--- config.mk ---
export PLATFORM = sky130hd
export DESIGN_NAME = wss_top
export DESIGN_NICKNAME = d
export VERILOG_FILES = /design/src/design/wss_pkg.sv /design/src/design/wss_top.sv /design/src/design/wss_steer_lane.sv
export VERILOG_INCLUDE_DIRS = /design/src /design/src/design
export SDC_FILE = /design/constraint.sdc
export NUM_CORES = 1
export LEC_CHECK = 0
export BUFFER_PORTS_ARGS = -buffer_cell sky130_fd_sc_hd__buf_4
export CAP_MARGIN = 25
export CORE_MARGIN = 3
export CORE_UTILIZATION = 49
export DETAILED_ROUTE_END_ITERATION = 10
export MAX_ROUTING_LAYER = met4
export PLACE_DENSITY_LB_ADDON = 0.08
export SYNTH_ARGS = -nofsm -noshare
export SYNTH_HDL_FRONTEND = slang
export SYNTH_SLANG_ARGS = --single-unit
--- constraint.sdc ---
create_clock -name i_ref_clk -period 1.8 [get_ports i_ref_clk]
set_input_delay 0.09 -clock i_ref_clk [delete_from_list [all_inputs] [get_ports i_ref_clk]]
set_output_delay 0.09 -clock i_ref_clk [all_outputs]
set_load 0.03 [all_outputs]
--- src/design/wss_consts.svh ---
// constants of the waveform source select and steering block
// assumes: included by bare name from the design files
`ifndef WSS_CONSTS_SVH
`define WSS_CONSTS_SVH

// ----------------------------------------------------------------
// register byte addresses
// ----------------------------------------------------------------
`define WSS_ADDR_W          8
`define WSS_OFS_CONTROL     8'h00
`define WSS_OFS_SRC_SELECT  8'h04
`define WSS_OFS_STEERING    8'h08

// ----------------------------------------------------------------
// field positions and reset values
// ----------------------------------------------------------------
`define WSS_CTL_INV_LSB     0
`define WSS_CTL_MODE_LSB    4
`define WSS_CTL_DATA_BIT    8
`define WSS_STR_EN_LSB      0
`define WSS_STR_OVR_LSB     4
`define WSS_RST_SEL         4'h0
`define WSS_RST_LANES       4'h0
`define WSS_RST_MODE        3'h0
`define WSS_RST_WORD        32'h0000_0000

// ----------------------------------------------------------------
// mode codes and source codes
// ----------------------------------------------------------------
`define WSS_MODE_STEER_ASYNC 3'h0
`define WSS_MODE_STEER_SYNC  3'h1
`define WSS_SRC_LAST         4'hd
`define WSS_NUM_SRC          14
`define WSS_NUM_LANES        4

`endif

--- src/design/wss_pkg.sv ---
// types of the waveform source select and steering block
// assumes: compiled before every design module
package wss_pkg;

   // ----------------------------------------------------------------
   // source bundle, bit index equals select code
   // ----------------------------------------------------------------
   typedef struct packed {
      logic logic_cell_four;
      logic logic_cell_three;
      logic logic_cell_two;
      logic logic_cell_one;
      logic numeric_oscillator_one;
      logic pulse_mod_six;
      logic pulse_mod_five;
      logic capcomp_unit_four;
      logic capcomp_unit_three;
      logic capcomp_unit_two;
      logic capcomp_unit_one;
      logic comparator_two_output;
      logic comparator_one_output;
      logic remapped_pin_input;
   } wss_src_t;

   // per-lane settings, bit 0 = output a
   typedef struct packed {
      logic [3:0] invert_out;
      logic [3:0] steer_enable;
      logic [3:0] override_level;
   } wss_lane_cfg_t;

endpackage

--- src/design/wss_top.sv ---
// waveform source select and output steering, with APB register access
// assumes: APB master on i_ref_clk; sources arrive from other domains
//
// Operation
// - route source chosen by 4-bit select code
// - select register upper nibble reads zero
// - output d steered data or override
// - output c steered data or override
// - output b override when steering off in mode 000 or 001
// - output a steered data or override
// - polarity bit set inverts the steered data, not the override level
// - mode 001 double-buffers steering enables
//
// Added by the designer: the register offsets and the APB slave port.
`include "wss_consts.svh"
`timescale 1ns/1ps
`default_nettype none

module wss_top
(
   input  wire logic                      i_ref_clk,
   input  wire logic                      i_rst_b,
   input  wire logic                      i_psel,
   input  wire logic                      i_penable,
   input  wire logic                      i_pwrite,
   input  wire logic [`WSS_ADDR_W-1:0]    i_paddr,
   input  wire logic [31:0]               i_pwdata,
   output var  logic [31:0]               o_prdata,
   output var  logic                      o_pready,
   output var  logic                      o_pslverr,
   input  wire wss_pkg::wss_src_t         i_sources,
   output var  logic [`WSS_NUM_LANES-1:0] o_wave_out
);

   // ----------------------------------------------------------------
   // functions
   // ----------------------------------------------------------------
   function automatic logic addr_mapped(input logic [`WSS_ADDR_W-1:0] a);
      addr_mapped = (a == `WSS_OFS_CONTROL) || (a == `WSS_OFS_SRC_SELECT) ||
                    (a == `WSS_OFS_STEERING);
   endfunction

   function automatic logic pick_source(input logic [`WSS_NUM_SRC-1:0] s,
                                        input logic [3:0]              code);
      // reserved codes give a quiet low
      if (code > `WSS_SRC_LAST)
         pick_source = 1'b0;
      else
         pick_source = s[code];
   endfunction

   // ----------------------------------------------------------------
   // registers
   // ----------------------------------------------------------------
   logic [3:0]                src_select_q;
   logic [2:0]                mode_q;
   wss_pkg::wss_lane_cfg_t    cfg_q;
   logic [3:0]                steer_active_q;
   logic [`WSS_NUM_SRC-1:0]   src_meta_q;
   logic [`WSS_NUM_SRC-1:0]   src_sync_q;
   logic                      data_q;
   logic                      data_prev_q;
   logic                      setup;
   logic                      wr_access;
   logic                      steer_mode;
   logic                      data_rise;
   logic [31:0]               rdata_d;

   assign setup      = i_psel && !i_penable;
   assign wr_access  = i_psel && i_penable && i_pwrite && o_pready;
   assign steer_mode = (mode_q == `WSS_MODE_STEER_ASYNC) || (mode_q == `WSS_MODE_STEER_SYNC);
   assign data_rise  = data_q && !data_prev_q;

   // ----------------------------------------------------------------
   // source synchroniser and selector
   // ----------------------------------------------------------------
   // two flops per source: every source comes from another clock domain
   always_ff @(posedge i_ref_clk)
   begin
      if (!i_rst_b)
      begin
         src_meta_q <= '0;
         src_sync_q <= '0;
      end
      else
      begin
         src_meta_q <= i_sources;
         src_sync_q <= src_meta_q;
      end
   end

   always_ff @(posedge i_ref_clk)
   begin
      if (!i_rst_b)
      begin
         data_q      <= 1'b0;
         data_prev_q <= 1'b0;
      end
      else
      begin
         data_q      <= pick_source(src_sync_q, src_select_q);
         data_prev_q <= data_q;
      end
   end

   // ----------------------------------------------------------------
   // software registers
   // ----------------------------------------------------------------
   always_ff @(posedge i_ref_clk)
   begin
      if (!i_rst_b)
      begin
         src_select_q <= `WSS_RST_SEL;
         mode_q       <= `WSS_RST_MODE;
         cfg_q        <= '0;
      end
      else if (wr_access)
      begin
         case (i_paddr)
            `WSS_OFS_CONTROL:
            begin
               cfg_q.invert_out <= i_pwdata[`WSS_CTL_INV_LSB +: 4];
               mode_q           <= i_pwdata[`WSS_CTL_MODE_LSB +: 3];
            end
            `WSS_OFS_SRC_SELECT:
            begin
               src_select_q <= i_pwdata[3:0];
            end
            `WSS_OFS_STEERING:
            begin
               cfg_q.steer_enable   <= i_pwdata[`WSS_STR_EN_LSB +: 4];
               cfg_q.override_level <= i_pwdata[`WSS_STR_OVR_LSB +: 4];
            end
            default:
            begin
               src_select_q <= src_select_q;
            end
         endcase
      end
   end

   // ----------------------------------------------------------------
   // steering enables in effect
   // ----------------------------------------------------------------
   // in mode 001 new enables wait for a rising data edge so no pulse is cut short
   always_ff @(posedge i_ref_clk)
   begin
      if (!i_rst_b)
         steer_active_q <= `WSS_RST_LANES;
      else if (mode_q != `WSS_MODE_STEER_SYNC)
         steer_active_q <= cfg_q.steer_enable;
      else if (data_rise)
         steer_active_q <= cfg_q.steer_enable;
   end

   // ----------------------------------------------------------------
   // APB answer: no wait states, data latched at setup
   // ----------------------------------------------------------------
   always_comb
   begin
      rdata_d = `WSS_RST_WORD;
      case (i_paddr)
         `WSS_OFS_CONTROL:
         begin
            rdata_d[`WSS_CTL_INV_LSB +: 4]  = cfg_q.invert_out;
            rdata_d[`WSS_CTL_MODE_LSB +: 3] = mode_q;
            rdata_d[`WSS_CTL_DATA_BIT]      = data_q;
         end
         `WSS_OFS_SRC_SELECT:
         begin
            rdata_d[3:0] = src_select_q;
         end
         `WSS_OFS_STEERING:
         begin
            rdata_d[`WSS_STR_EN_LSB +: 4]  = cfg_q.steer_enable;
            rdata_d[`WSS_STR_OVR_LSB +: 4] = cfg_q.override_level;
         end
         default:
         begin
            rdata_d = `WSS_RST_WORD;
         end
      endcase
   end

   always_ff @(posedge i_ref_clk)
   begin
      if (!i_rst_b)
      begin
         o_pready  <= 1'b0;
         o_pslverr <= 1'b0;
         o_prdata  <= `WSS_RST_WORD;
      end
      else
      begin
         o_pready  <= setup;
         o_pslverr <= setup && !addr_mapped(i_paddr);
         if (setup && !i_pwrite)
            o_prdata <= rdata_d;
      end
   end

   // ----------------------------------------------------------------
   // output lanes
   // ----------------------------------------------------------------
   genvar g;
   generate
      for (g = 0; g < `WSS_NUM_LANES; g = g + 1)
      begin : g_lane
         wss_steer_lane u_lane
         (
            .i_ref_clk    (i_ref_clk),
            .i_rst_b      (i_rst_b),
            .i_data       (data_q),
            .i_invert     (cfg_q.invert_out[g]),
            .i_steer_en   (steer_active_q[g]),
            .i_override   (cfg_q.override_level[g]),
            .i_steer_mode (steer_mode),
            .o_out        (o_wave_out[g])
         );
      end
   endgenerate

endmodule // wss_top

`default_nettype wire

--- src/design/wss_steer_lane.sv ---
// one output lane: polarity, steering and override
// assumes: data input already synchronised to i_ref_clk
`timescale 1ns/1ps
`default_nettype none

module wss_steer_lane
(
   input  wire logic i_ref_clk,
   input  wire logic i_rst_b,
   input  wire logic i_data,
   input  wire logic i_invert,
   input  wire logic i_steer_en,
   input  wire logic i_override,
   input  wire logic i_steer_mode,
   output var  logic o_out
);

   logic out_d;

   always_comb
   begin
      if (i_steer_mode)
      begin
         out_d = i_steer_en ? (i_data ^ i_invert) : i_override;
      end
      else
      begin
         // steering settings ignored outside steering modes
         out_d = i_data ^ i_invert;
      end
   end

   always_ff @(posedge i_ref_clk)
   begin
      if (!i_rst_b)
         o_out <= 1'b0;
      else
         o_out <= out_d;
   end

endmodule // wss_steer_lane

`default_nettype wire

Word-level counts from Yosys, hierarchy flattened
Cells that the tools add are included.

word-level totals
  bits in registers = 68
  input port bits = 59
  word-level logic and storage cells = 65

cells by class
  $lt $le $gt $ge = 2
  equal/unequal tests = 4
  multiplexer cells = 16
  bitwise operators = 5
  reduce and logical (&&, ||, !) cells = 21

operators with widths
  kind                  number
  $pmux W4 S3           1
  $mux W1               11
  $eq A8 B3 Y1 const B  1
  $eq A8 B4 Y1 const B  1
  $logic_not A8 Y1      1
  $mux W4               2
  $logic_and A1 B1 Y1   7
  $pmux W3 S2           1
  $reduce_and A2 Y1     3
  $lt A4 B5 Y1 const B  1
  $bmux W1 S4           1
  $gt A4 B4 Y1 const B  1
  $logic_not A1 Y1      4
  $xor A1 B1 Y1         4
  $eq A3 B1 Y1 const B  1
  $logic_not A3 Y1      1
  $logic_or A1 B1 Y1    3
  $ne A3 B1 Y1 const B  1
  $reduce_bool A2 Y1    1
  $reduce_or A2 Y1      1
  $not A1 Y1            1

Longest topological paths before layout
  word-level depth = 5
  gate-level depth with buffers = 7
  depth with buffers taken out = 4

Modules after synthesis
A second synthesis with hierarchy kept.

unflattened totals
  cells, all modules = 275
  area, all modules = 2725.1 µm²

modules (own cells, without submodules)
  module          times used  cells an instance  area an instance (µm²)  seq. area each (µm²)
  wss_top         1           251                2509.9                  1281.2
  wss_steer_lane  4           6                  53.8                    20.0

Worst setup path before layout
OpenSTA, ideal clock, no wires.

  path type = input to register
  start point = input port i_paddr[1]
  end point = register cfg_q[7] in the netlist's numbering
  setup time = 0.115 ns
  arrival = 1.526 ns
  data required time = 1.685 ns
  setup slack = 0.159 ns
  stages on the path = 6
  buffers on the path = 2
  cell sequence = or4_4 -> or4b_1 -> buf_2 -> buf_6 -> nand3_2 -> o21ai_2

between the ends
  word-level cells in the longest chain between the ends = 2

ends and longest elaborated chain
  what                         line            source
  start, declared              wss_top.sv:26   input wire logic [`WSS_ADDR_W-1:0] i_paddr,
  $eq A8 B4 Y1                 wss_top.sv:119  case (i_paddr)
  $reduce_and A2 Y1 (no line)  n/a
  end, declared                wss_top.sv:57   wss_pkg::wss_lane_cfg_t cfg_q;

No other way between the ends.
A chain may end at the register's enable or synchronous reset.

Worst setup path after layout
  start point = register src_select_q[0]
  end point = register data_q

between the ends
  word-level cells in the longest chain between the ends = 2

ends and longest elaborated chain
  what                                                                      line            source
  start, declared                                                           wss_top.sv:55   logic [3:0] src_select_q;
  start signal, assigned                                                    wss_top.sv:113  src_select_q <= `WSS_RST_SEL;
  start signal, assigned                                                    wss_top.sv:127  src_select_q <= i_pwdata[3:0];
  start signal, assigned                                                    wss_top.sv:136  src_select_q <= src_select_q;
  $bmux W1 S4 / $gt A4 B4 Y1 (equally long branches)                        n/a
  $mux W1 (implied by the code) / $reduce_or A2 Y1 (equally long branches)  n/a
  end signal, assigned                                                      wss_top.sv:101  data_q <= pick_source(src_sync_q, src_select_q);
  end, declared                                                             wss_top.sv:61   logic data_q;

Several ways; a longest one is shown, not always the timed one. The select of a mux whose other input is x is not followed.

==> impl_metrics.json <==
{
  "status": "finished, final reports clean",
  "finish.utilization_pct": 66.6,
  "start_kind": "flop",
  "r2r_cells": 4,
  "cts_root_buffer": "clkbuf_8",
  "fmax_mhz": 683,
  "syn_area_sq_um": 2760,
  "htreeDepth": 3,
  "num_rows": 26,
  "timing.hold.ws_ps": 37.6,
  "synth_seq_cells": 68,
  "required_ps": 2010,
  "place.gp.congestion": 0.767,
  "cts_tree": "yes",
  "dpl.hpwl_mm": 3.68,
  "crit_start": "src_select_q[0]",
  "grt.overflow.total": 0,
  "min_path_cells": 3,
  "clkTransAtPathRegs_ps": 70,
  "final_layout_size_suffix_gt1_share_pct": 27.6,
  "initial_core_util_pct": 52.4,
  "dp_slack_ps": 21.3,
  "period_share_pct": 81.3,
  "nets": 394,
  "finalSetupViolCount": 0,
  "fin_cells": 410,
  "path_max_fanout": 5,
  "dp.cells": 379,
  "cts_setup_buffers": 0,
  "max-vdd-ir-drop_v": 0.000564,
  "clock_sinks": 68,
  "synth_top_area_share_pct": 49.3,
  "dr.pass1.iters": 4,
  "die_h_um": 81.1,
  "final_common_cell": "dfxtp_1",
  "slew_violations": 0,
  "crit_family": "multiplexers",
  "via_per_inst": 4.73,
  "drc": 0,
  "yosys.cell_types.count": 34,
  "maxCapViolCount": 0,
  "crit-reg2reg-launch": "src_select_q[0]",
  "synth-seq-area-share_pct": 49.3,
  "clock_skew_ps": 4.55,
  "cp_cell_sequence": "mux4_2 > nor2b_1 > o21ai_0 > nor3_1",
  "portBuffers": 49,
  "cp_num_buf_inv": 0,
  "diodes": 0,
  "hp-class": "primary input to flop",
  "die-area_sq_um": 6570,
  "tns_ps": 0,
  "leakagePower_nw": 1.57,
  "areaGrowthSynthToFinish_pct": 27.0,
  "path_depth": 4,
  "core_sq_um": 5270,
  "grt_max_degree": 37,
  "stdcell_area_sq_um": 3510,
  "power_density_nw_per_um2": 949,
  "worst_slack_ps": 337,
  "vias": 1941,
  "placed_cell_area_sq_um": 3110,
  "finalPower_mw": 3.33,
  "final_cell_mix": "68 x dfxtp_1, 57 x buf_4, 29 x and2_1, 29 x nand2_1, 23 x conb_1",
  "synth_warnings": 0,
  "period_needed_ps": 1460,
  "finalWirelength_mm": 5.20,
  "grt_pass1_vias": 1839,
  "crit_slowest_cell": "mux4_2",
  "multi_input_area_sq_um": 1210,
  "postSynthCellCount": 272,
  "cpPeakStageDelay_ps": 520,
  "clk_latency_ps": 320,
  "min_from": "i_pwdata[4]",
  "antenna_found_initial": 0,
  "worstPathArrival_ps": 1680,
  "finalHoldViolCount": 0,
  "ff_latch_area_sq_um": 1360,
  "grt_usage_pct": 17.4,
  "fillerInstances": 430,
  "synth_area_per_cell_sq_um": 10.2,
  "avgRoutedWirePerCell_um": 12.7,
  "ant_nets": 0,
  "crit_path_end_kind": "flop",
  "rsz0062_at_grt": "false",
  "drtIter0Drc": 72,
  "numCtsBuffers": 9,
  "path_class": "flop to flop",
  "grt_pass1_wl_mm": 8.36,
  "synthTopCellsByArea": "dfxtp_1 49%, buf_4 7.3%, mux2i_1 7.2%",
  "cts_resized": 0,
  "ios": 97,
  "reg2reg_slack_ps": 340,
  "synth_largest_area_cell": "dfxtp_1",
  "die_w_um": 81.1,
  "clk_path_buf_depth": 2
}
per-layer routing:
| layer | wire length (um) | global-route usage (%) | share of wire (%) |
|---|---|---|---|
| met5 | 0 | - | 0 |
| met1 | 2440 | 22.2 | 47 |
| met3 | 351 | 3.55 | 6.7 |
| met4 | 80 | 8.11 | 1.5 |
| met2 | 2330 | 26.4 | 45 |
layout make-up:
type	count	share of cell area, %
Clock inverter	4	2.71
Clock buffer	12	4.42
Multi-Input combinational cell	183	34.5
Tap cell	70	2.50
Sequential cell	68	38.8
Timing Repair Buffer	73	17.0
synth_stat cells:
cell type / count
conb_1: 1
a32o_1: 4
nor2b_1: 6
buf_2: 1
nand2_1: 29
dfxtp_1: 68
or3b_2: 1
nand3_1: 11
nand4b_1: 1
and4_1: 1
nor3_1: 3
nand4_1: 2
mux2_2: 3
and2_1: 29
clkbuf_1: 13
nand2_2: 1
buf_1: 1
xnor2_1: 4
or2_2: 2
o21ai_0: 10
nand2b_1: 2
or4_4: 1
or4b_1: 1
nand3_2: 2
nor3b_1: 2
mux4_2: 3
a21boi_0: 6
buf_6: 1
nor2_1: 3
and3b_1: 1
buf_4: 27
o311a_1: 4
mux2i_1: 20
o21ai_2: 8
cell families after synthesis:
kind of cell              synth area share (%)
AOI/OAI and AO/OA                         8.88
xor gates and xnor gates                  1.27
and+or+nand+nor                           19.7
buffers and inverters                     9.83
DFF                                       49.3
muxes                                     10.9
other                                    0.136
timing repair:
action / in CTS / in global routing
endpoints found under the hold margin: 15 / 0
hold buffers: 15 / 0
setup endpoints to repair: 0 / 0
path summary, 6_finish.rpt:
check / endpoint
worst max-delay path: data_q
worst min-delay path: cfg_q[0]
worst max register to register: data_q
worst min register to register: src_sync_q[3]
report_power, final:
group	internal (mW)	switching (mW)	total (mW)
sequential	1.54	0.00680	1.54
clock	0.995	0.542	1.54
combinational	0.112	0.138	0.250
worst min-delay path, stage by stage:
cell and delay [ps]:
buf_4 70, nand2_1 70, o21ai_2 100
flip-flops by register name, summed over array words and instances, names as in the netlist:
name and count:
steer_active_q 4, cfg_q 12, mode_q 3, o_pready 1, o_prdata 9, src_sync_q 14, o_pslverr 1, src_select_q 4
src_meta_q 14, data_q 1, g_lane.u_lane.o_out 4, data_prev_q 1
Note: power is estimated with default switching activity, not from simulation.
